$ cat src/logic/flash_seq_defines.svh
// timing counts and counter width for the host-side flash sequencer
// assumes a 50 MHz clock; included by the timer and host design modules
`ifndef FLASH_SEQ_DEFINES_SVH
`define FLASH_SEQ_DEFINES_SVH

`define CLK_PERIOD_NS 20
`define VCC_SETUP_US 2
`define RP_RECOVERY_NS 500
`define OE_HOLD_BUSY_NS 80
`define LOCK_SETUP_NS 80
`define BUSY_ASSERT_NS 80
`define PROG_MAX_MS 80
`define ERASE_MAX_MS 600
`define VCC_SETUP_CYC ((`VCC_SETUP_US * 1000 + `CLK_PERIOD_NS - 1) / `CLK_PERIOD_NS)
`define RP_RECOVERY_CYC ((`RP_RECOVERY_NS + `CLK_PERIOD_NS - 1) / `CLK_PERIOD_NS)
`define OE_HOLD_CYC ((`OE_HOLD_BUSY_NS + `CLK_PERIOD_NS - 1) / `CLK_PERIOD_NS)
`define LOCK_SETUP_CYC ((`LOCK_SETUP_NS + `CLK_PERIOD_NS - 1) / `CLK_PERIOD_NS)
`define BUSY_ASSERT_CYC ((`BUSY_ASSERT_NS + `CLK_PERIOD_NS - 1) / `CLK_PERIOD_NS)
`define PROG_MAX_CYC (`PROG_MAX_MS * 50000)
`define ERASE_MAX_CYC (`ERASE_MAX_MS * 50000)
`define WE_LOW_CYC 4
`define WE_HIGH_CYC 2
`define CNT_W 25

`endif

$ cat src/logic/flash_seq_pkg.sv
// types shared by the flash sequencer modules
// no dependencies
package flash_seq_pkg;
    typedef enum logic [1:0] {op_read, op_program, op_erase, op_lock} op_type;
    typedef enum logic [3:0] {
        st_off, st_vcc_wait, st_recover, st_idle, st_lock_setup, st_we_low,
        st_we_high, st_busy_wait, st_busy, st_status_hold, st_read, st_done
    } state_type;
endpackage

$ cat src/logic/flash_seq_timer.sv
// down counter with load and done flag
// one clock, async active-low reset
`timescale 1ns/1ps
`default_nettype none
`include "flash_seq_defines.svh"
module flash_seq_timer
(
    // clock and reset
    input wire logic clk,
    input wire logic rst_b,
    // control
    input wire logic load,
    input wire logic [`CNT_W-1:0] load_val,
    // status
    output logic expired
);
    logic [`CNT_W-1:0] cnt_q;
    logic [`CNT_W-1:0] cnt_d;

    always_comb
    begin
        cnt_d = cnt_q;
        if (load)
            cnt_d = load_val;
        else if (cnt_q != '0)
            cnt_d = cnt_q - `CNT_W'(1);
    end

    always_ff @(posedge clk or negedge rst_b)
    begin
        if (!rst_b)
            cnt_q <= '0;
        else
            cnt_q <= cnt_d;
    end

    // not gated by load: the host decides load from this flag, gating it would close a loop
    assign expired = (cnt_q == '0);
endmodule
`default_nettype wire

$ cat src/logic/flash_seq_host.sv
// host controller sequencing an asynchronous parallel nor flash through its strobes
// assumes supply-good comes from a monitor; data and address paths handled elsewhere
`timescale 1ns/1ps
`default_nettype none
`include "flash_seq_defines.svh"
module flash_seq_host
(
    // clock and reset
    input wire logic clk,
    input wire logic rst_b,
    // supply monitor
    input wire logic vcc_good,
    // user request
    input wire logic req_valid,
    input wire flash_seq_pkg::op_type req_op,
    input wire logic req_unlock,
    output logic req_ready,
    output logic done,
    output logic timeout,
    output logic refused,
    // flash pins
    input wire logic ready_busy_n,
    output logic reset_powerdown_n,
    output logic chip_enable_n,
    output logic output_enable_n,
    output logic write_enable_n,
    output logic write_protect_n
);
    flash_seq_pkg::state_type state_q, state_d;
    flash_seq_pkg::op_type op_q, op_d;
    logic rp_q, rp_d, ce_q, ce_d, oe_q, oe_d, we_q, we_d, wp_q, wp_d;
    logic rdy_q, rdy_d, done_q, done_d, to_q, to_d, ref_q, ref_d;
    logic tmr_load;
    logic [`CNT_W-1:0] tmr_val;
    logic expired;
    logic [`CNT_W-1:0] wd_q, wd_d;

    function automatic logic [`CNT_W-1:0] cyc(input int n);
        cyc = `CNT_W'(n);
    endfunction

    flash_seq_timer u_timer
    (
        .clk(clk),
        .rst_b(rst_b),
        .load(tmr_load),
        .load_val(tmr_val),
        .expired(expired)
    );

    always_comb
    begin
        state_d = state_q;
        op_d = op_q;
        rp_d = rp_q;
        ce_d = ce_q;
        oe_d = oe_q;
        we_d = we_q;
        wp_d = wp_q;
        rdy_d = 1'b0;
        done_d = 1'b0;
        to_d = 1'b0;
        ref_d = 1'b0;
        wd_d = (wd_q != '0) ? wd_q - `CNT_W'(1) : wd_q;
        tmr_load = 1'b0;
        tmr_val = '0;
        case (state_q)
            flash_seq_pkg::st_off:
            begin
                rp_d = 1'b0;
                if (vcc_good)
                begin
                    tmr_load = 1'b1;
                    tmr_val = cyc(`VCC_SETUP_CYC);
                    state_d = flash_seq_pkg::st_vcc_wait;
                end
            end
            flash_seq_pkg::st_vcc_wait:
                if (expired)
                begin
                    rp_d = 1'b1;
                    tmr_load = 1'b1;
                    tmr_val = cyc(`RP_RECOVERY_CYC);
                    state_d = flash_seq_pkg::st_recover;
                end
            flash_seq_pkg::st_recover:
                if (expired)
                    state_d = flash_seq_pkg::st_idle;
            flash_seq_pkg::st_idle:
            begin
                rdy_d = 1'b1;
                if (req_valid && req_ready)
                begin
                    rdy_d = 1'b0;
                    op_d = req_op;
                    ce_d = 1'b0;
                    wp_d = req_unlock;
                    if (req_op == flash_seq_pkg::op_read)
                    begin
                        oe_d = 1'b0;
                        tmr_load = 1'b1;
                        tmr_val = cyc(`WE_LOW_CYC);
                        state_d = flash_seq_pkg::st_read;
                    end
                    else
                    begin
                        // lock setup time covers every write, cheap and safe
                        tmr_load = 1'b1;
                        tmr_val = cyc(`LOCK_SETUP_CYC);
                        state_d = flash_seq_pkg::st_lock_setup;
                    end
                end
            end
            flash_seq_pkg::st_lock_setup:
                if (expired)
                begin
                    we_d = 1'b0;
                    tmr_load = 1'b1;
                    tmr_val = cyc(`WE_LOW_CYC);
                    state_d = flash_seq_pkg::st_we_low;
                end
            flash_seq_pkg::st_we_low:
                if (expired)
                begin
                    we_d = 1'b1;
                    tmr_load = 1'b1;
                    tmr_val = cyc(`BUSY_ASSERT_CYC);
                    state_d = flash_seq_pkg::st_busy_wait;
                end
            flash_seq_pkg::st_busy_wait:
                if (!ready_busy_n)
                begin
                    wd_d = (op_q == flash_seq_pkg::op_erase) ? cyc(`ERASE_MAX_CYC)
                                                             : cyc(`PROG_MAX_CYC);
                    tmr_load = 1'b1;
                    tmr_val = cyc(`OE_HOLD_CYC);
                    state_d = flash_seq_pkg::st_status_hold;
                end
                else if (expired)
                begin
                    // no busy seen: device refused it, e.g. locked block
                    ref_d = 1'b1;
                    ce_d = 1'b1;
                    state_d = flash_seq_pkg::st_done;
                end
            flash_seq_pkg::st_status_hold:
                if (expired)
                begin
                    oe_d = 1'b0;
                    state_d = flash_seq_pkg::st_busy;
                end
            flash_seq_pkg::st_busy:
                if (ready_busy_n)
                begin
                    oe_d = 1'b1;
                    ce_d = 1'b1;
                    done_d = 1'b1;
                    state_d = flash_seq_pkg::st_done;
                end
                else if (wd_q == '0)
                begin
                    oe_d = 1'b1;
                    ce_d = 1'b1;
                    to_d = 1'b1;
                    state_d = flash_seq_pkg::st_done;
                end
            flash_seq_pkg::st_read:
                if (expired)
                begin
                    oe_d = 1'b1;
                    ce_d = 1'b1;
                    done_d = 1'b1;
                    state_d = flash_seq_pkg::st_done;
                end
            flash_seq_pkg::st_done:
            begin
                wp_d = 1'b0;
                state_d = flash_seq_pkg::st_idle;
            end
            default:
                state_d = flash_seq_pkg::st_off;
        endcase
        // supply loss overrides the state, pins, ready and timer load (not done, timeout or refused) and parks the pins
        if (!vcc_good)
        begin
            state_d = flash_seq_pkg::st_off;
            rp_d = 1'b0;
            ce_d = 1'b1;
            oe_d = 1'b1;
            we_d = 1'b1;
            wp_d = 1'b0;
            rdy_d = 1'b0;
            tmr_load = 1'b0;
        end
    end

    always_ff @(posedge clk or negedge rst_b)
    begin
        if (!rst_b)
        begin
            state_q <= flash_seq_pkg::st_off;
            op_q <= flash_seq_pkg::op_read;
            rp_q <= 1'b0;
            ce_q <= 1'b1;
            oe_q <= 1'b1;
            we_q <= 1'b1;
            wp_q <= 1'b0;
            rdy_q <= 1'b0;
            done_q <= 1'b0;
            to_q <= 1'b0;
            ref_q <= 1'b0;
            wd_q <= '0;
        end
        else
        begin
            state_q <= state_d;
            op_q <= op_d;
            rp_q <= rp_d;
            ce_q <= ce_d;
            oe_q <= oe_d;
            we_q <= we_d;
            wp_q <= wp_d;
            rdy_q <= rdy_d;
            done_q <= done_d;
            to_q <= to_d;
            ref_q <= ref_d;
            wd_q <= wd_d;
        end
    end

    assign reset_powerdown_n = rp_q;
    assign chip_enable_n = ce_q;
    assign output_enable_n = oe_q;
    assign write_enable_n = we_q;
    assign write_protect_n = wp_q;
    assign req_ready = rdy_q;
    assign done = done_q;
    assign timeout = to_q;
    assign refused = ref_q;

    // helper: cycles since reset/powerdown rose
    logic [15:0] rp_age_q;
    always_ff @(posedge clk or negedge rst_b)
    begin
        if (!rst_b)
            rp_age_q <= '0;
        else if (!rp_q)
            rp_age_q <= '0;
        else if (rp_age_q != 16'hFFFF)
            rp_age_q <= rp_age_q + 16'h0001;
    end
endmodule
`default_nettype wire

$ cat config.mk
export PLATFORM = sky130hd
export DESIGN_NAME = flash_seq_host
export DESIGN_NICKNAME = d
export VERILOG_FILES = /design/src/logic/flash_seq_pkg.sv /design/src/logic/flash_seq_timer.sv /design/src/logic/flash_seq_host.sv
export VERILOG_INCLUDE_DIRS = /design/src /design/src/logic
export SDC_FILE = /design/constraint.sdc
export NUM_CORES = 1
export LEC_CHECK = 0
export ABC_CLOCK_PERIOD_IN_PS = 2300
export BUFFER_PORTS_ARGS = -buffer_cell sky130_fd_sc_hd__buf_2
export CAP_MARGIN = 15
export CORE_MARGIN = 8
export CORE_UTILIZATION = 40
export CTS_BUF_LIST = sky130_fd_sc_hd__clkbuf_4 sky130_fd_sc_hd__clkbuf_8
export CTS_CLUSTER_SIZE = 25
export DETAILED_ROUTE_END_ITERATION = 8
export HOLD_SLACK_MARGIN = 0.03
export PLACE_DENSITY = 0.6
export SETUP_SLACK_MARGIN = 0.4
export SYNTH_ARGS = -nofsm -noshare
export SYNTH_HDL_FRONTEND = slang
export SYNTH_SLANG_ARGS = --single-unit
$ cat constraint.sdc
create_clock -name clk -period 2.3 [get_ports clk]
set_clock_uncertainty 0.1 [all_clocks]
set_input_delay 0.345 -clock clk [delete_from_list [all_inputs] [get_ports clk]]
set_output_delay 0.345 -clock clk [all_outputs]
set_load 0.005 [all_outputs]
==> flow_metrics.env <==
export IMPL_worst_setup_path_end_kind="flip-flop"
export IMPL_status="complete, but fails checks"
export IMPL_p_leak_nw=2.219
export IMPL_dieHeight_um=113.1
export IMPL_rsz0062_at_grt="yes"
export IMPL_post_drt_wl_per_cell_um=16.94
export IMPL_n_fill_cell=751
export IMPL_drc=0
export IMPL_finalMaxSlewViolations=0
export IMPL_nets=508
export IMPL_period_share_pct=102.8
export IMPL_violations="setup timing"
export IMPL_place_area_um2=4558
export IMPL_via_count=3483
export IMPL_die_area_um2=12790
export IMPL_synth_simple_gate_area_share_pct=26.05
export IMPL_grt_pass1_vias=3477
export IMPL_areaGrowthSynthToFinish_pct=46.22
export IMPL_hold_viol_final=0
export IMPL_yosys_top_cells_count="dfrtp_1 (62), nor2_1 (50), xnor2_1 (22)"
export IMPL_ys_ff_latch=65
export IMPL_sw_frac_of_total_pct=41.79
export IMPL_synth_edff_count=0
export IMPL_path_clk_slew_ps=80
export IMPL_clk_path_buf_depth=2
export IMPL_ios=17
export IMPL_ant_nets=0
export IMPL_critPathLaunchType="flip-flop"
export IMPL_core_um2=9196
export IMPL_max_freq_mhz=423.1
export IMPL_tightest_slew_ps=825.4
export IMPL_netlist_top_cells_area="dfrtp_1 (41%), xnor2_1 (5.1%), nor2_1 (5.0%), or4_1 (2.6%), a21oi_1 (2.4%)"
export IMPL_crit_fanout=7
export IMPL_die_w_um=113.1
export IMPL_synth_top_area_share_pct=41.14
export IMPL_vias_per_cell=5.673
export IMPL_grt_antenna_before_repair=0
export IMPL_grt_pass1_wl_um=16930
export IMPL_synth_compound_area_share_pct=17.95
export IMPL_holdWs_ps=154.7
export IMPL_syn_area_um2=3771
export IMPL_synth_cell_types=67
export IMPL_hold_path_class="input pin to flip-flop"
export IMPL_synth_xor_area_share_pct=6.503
export IMPL_cap_violations=0
export IMPL_clkPwrFrac_pct=13.5
export IMPL_dp_slack_ps=-93.37
export IMPL_ys_flop_type="dfrtp_1"
export IMPL_first_pass_iters=4
export IMPL_irDropWorstVdd_mv=1.181
export IMPL_io_buffers=16
export IMPL_cp_arrival_ps=2560
export IMPL_syn_area_per_cell_um2=9.571
export IMPL_diodes=0
export IMPL_numCtsBuffers=9
export IMPL_period_minus_slack_ps=2364
export IMPL_yosysMostFrequentCell="dfrtp_1"
export IMPL_fin_ws_ps=-63.53
export IMPL_cts_root_buffer="clkbuf_8"
export IMPL_cts_htree_levels=3
export IMPL_synth_area_mux_share_pct=1.360
export IMPL_drt_total_wl_um=10400
export IMPL_grt_max_degree=35
export IMPL_yosys_area_top_type="dfrtp_1"
export IMPL_seqPwrFrac_pct=26.0
export IMPL_syn_nets=404
export IMPL_setup_viol=7
export IMPL_critical_path_class="flip-flop to flip-flop"
export IMPL_crit_required_ps=2500
export IMPL_drtIter0Drc=150
export IMPL_gp_congestion=0.8730
export IMPL_synthCells=394
export IMPL_async_reset_ff_share_pct=100.0
export IMPL_design_area_um2=5514
export IMPL_internal_power_w=0.004078
export IMPL_synth_top_family_by_area="simple AND/OR/NAND/NOR gates"
export IMPL_grt_ovfl_total=0
export IMPL_yosys_area_share_adder_pct=0.6636
export IMPL_clock_sinks=65
export IMPL_powerDensity_nw_per_um2=1271
export IMPL_std_cell_rows=35
export IMPL_switchingPower_w=0.002928
export IMPL_cts_tree="done"
export IMPL_slew_headroom_pct=44.39
export IMPL_clk_latency_ps=360
export IMPL_dpl_hpwl_um=6678
export IMPL_yosysSeqAreaShare_pct=43.23
export IMPL_initial_utilization_pct=41.01
export IMPL_yosys_warnings=0
export IMPL_drive_gt1_share_pct=44.93
export IMPL_grt_util_all_layers_pct=16.33
export IMPL_power_share_combinational_pct=60.5
export IMPL_fin_setup_tns_ps=-171.0
==> stage by stage <==
stage / utilization (%) / std cells / power (W)
after CTS: 56.58 / 600 / 0.006603
final: 59.96 / 614 / 0.007006
after global placement: 49.56 / 566 / 0.005107
after global routing: 59.96 / 614 / 0.007452
after detailed placement: 49.56 / 566 / 0.005180
after floorplan: - / 394 / 0.004142
==> kinds of logic (layout without fill, tap and decap cells) <==
| kind of cell | count (synthesis) | in the layout |
|---|---|---|
| AO/OA/AOI/OAI | 95 | 95 |
| XOR/XNOR | 28 | 28 |
| adder cells (fa/ha/maj) | 2 | 2 |
| buffers and inverters | 29 | 138 |
| flip-flops | 65 | 65 |
| multiplexers | 5 | 5 |
| AND/OR/NAND/NOR | 170 | 170 |
==> placed cells by master (no fill, tap or decap), types with 4 or more instances in the layout <==
cell type / n
nor3_2: 5
nor2b_1: 4
nand4_1: 6
o211ai_1: 4
o21a_1: 7
buf_4: 72
a21oi_1: 11
or4_1: 6
nand3_1: 4
o21ai_1: 10
o31ai_1: 6
buf_6: 18
or3_4: 4
nand2_1: 17
xor2_1: 6
o21ai_0: 4
or4_4: 10
xnor2_1: 21
nor3_4: 4
inv_1: 9
nor3_1: 10
nor2_1: 46
dfrtp_1: 60
clkbuf_8: 11
o31ai_4: 4
or3_1: 6
buf_2: 16
a21oi_2: 4
nor4_4: 10
mux2i_1: 4
a211oi_2: 4
o21ai_2: 5
and2_1: 4
==> sequential cells by signal, indices dropped and copies added (netlist names) <==
signal and count:
refused 1, timeout 1, done 1, chip_enable_n 1, state_q 4, u_timer.cnt_q 25, op_q 2, output_enable_n 1
wd_q 25, req_ready 1, reset_powerdown_n 1, write_enable_n 1, write_protect_n 1
==> critical path, cell delays in order (launching register included) <==
cell and delay [ps]:
dfrtp_1 380, or4_4 540, or4_4 590, or4_1 480, o21ai_1 90, a21bo_1 130
==> power by group through the flow <==
| stage | sequential [W] | combinational (W) | clock, W |
|---|---|---|---|
| final | 0.00182 | 0.00424 | 0.000948 |
| after detailed placement | 0.00178 | 0.00340 | 0 |
| after floorplan | 0.00176 | 0.00238 | 0 |
| after global routing | 0.00186 | 0.00457 | 0.00102 |
| after CTS | 0.00179 | 0.00385 | 0.000964 |
| after global placement | 0.00177 | 0.00334 | 0 |
==> worst paths after layout <==
kind,start,cells past startpoint,to,slack [ps]
setup / recovery,u_timer.cnt_q[13],5,u_timer.cnt_q[0],-60
hold / removal,req_op[1],3,op_q[1],150
setup reg to reg,u_timer.cnt_q[13],5,u_timer.cnt_q[0],-60
hold reg to reg,output_enable_n,2,output_enable_n,410
max in group asynchronous,rst_b,3,wd_q[3],1290
min in group asynchronous,rst_b,3,state_q[1],450
==> layer usage <==
metal  track usage (%)  share of wire, %  wire, um
met5                 0                 0         0
met3             3.781               5.1       530
met2             26.31                48      5011
met4             6.306               1.7       176
met1             20.77                45      4685
==> what timing repair did <==
action	CTS	global route
hold buffers	1	0
cloned	1	0
setup buffers	16	14
pin swaps	37	38
setup endpoints to repair	61	61
resized for setup	58	39
hold endpoints to repair	62	0
==> cell type report <==
| class | count | area [um2] | area share (%) |
|---|---|---|---|
| multi-input cells | 300 | 2577 | 46.74 |
| repair buffers | 112 | 940.9 | 17.06 |
| clock inverters | 2 | 12.51 | 0.2269 |
| inverters | 10 | 37.54 | 0.6807 |
| flip-flops and latches | 65 | 1633 | 29.61 |
| well taps | 111 | 138.9 | 2.519 |
| clock buffers | 14 | 173.9 | 3.154 |
(Power assumes the default switching activity.)
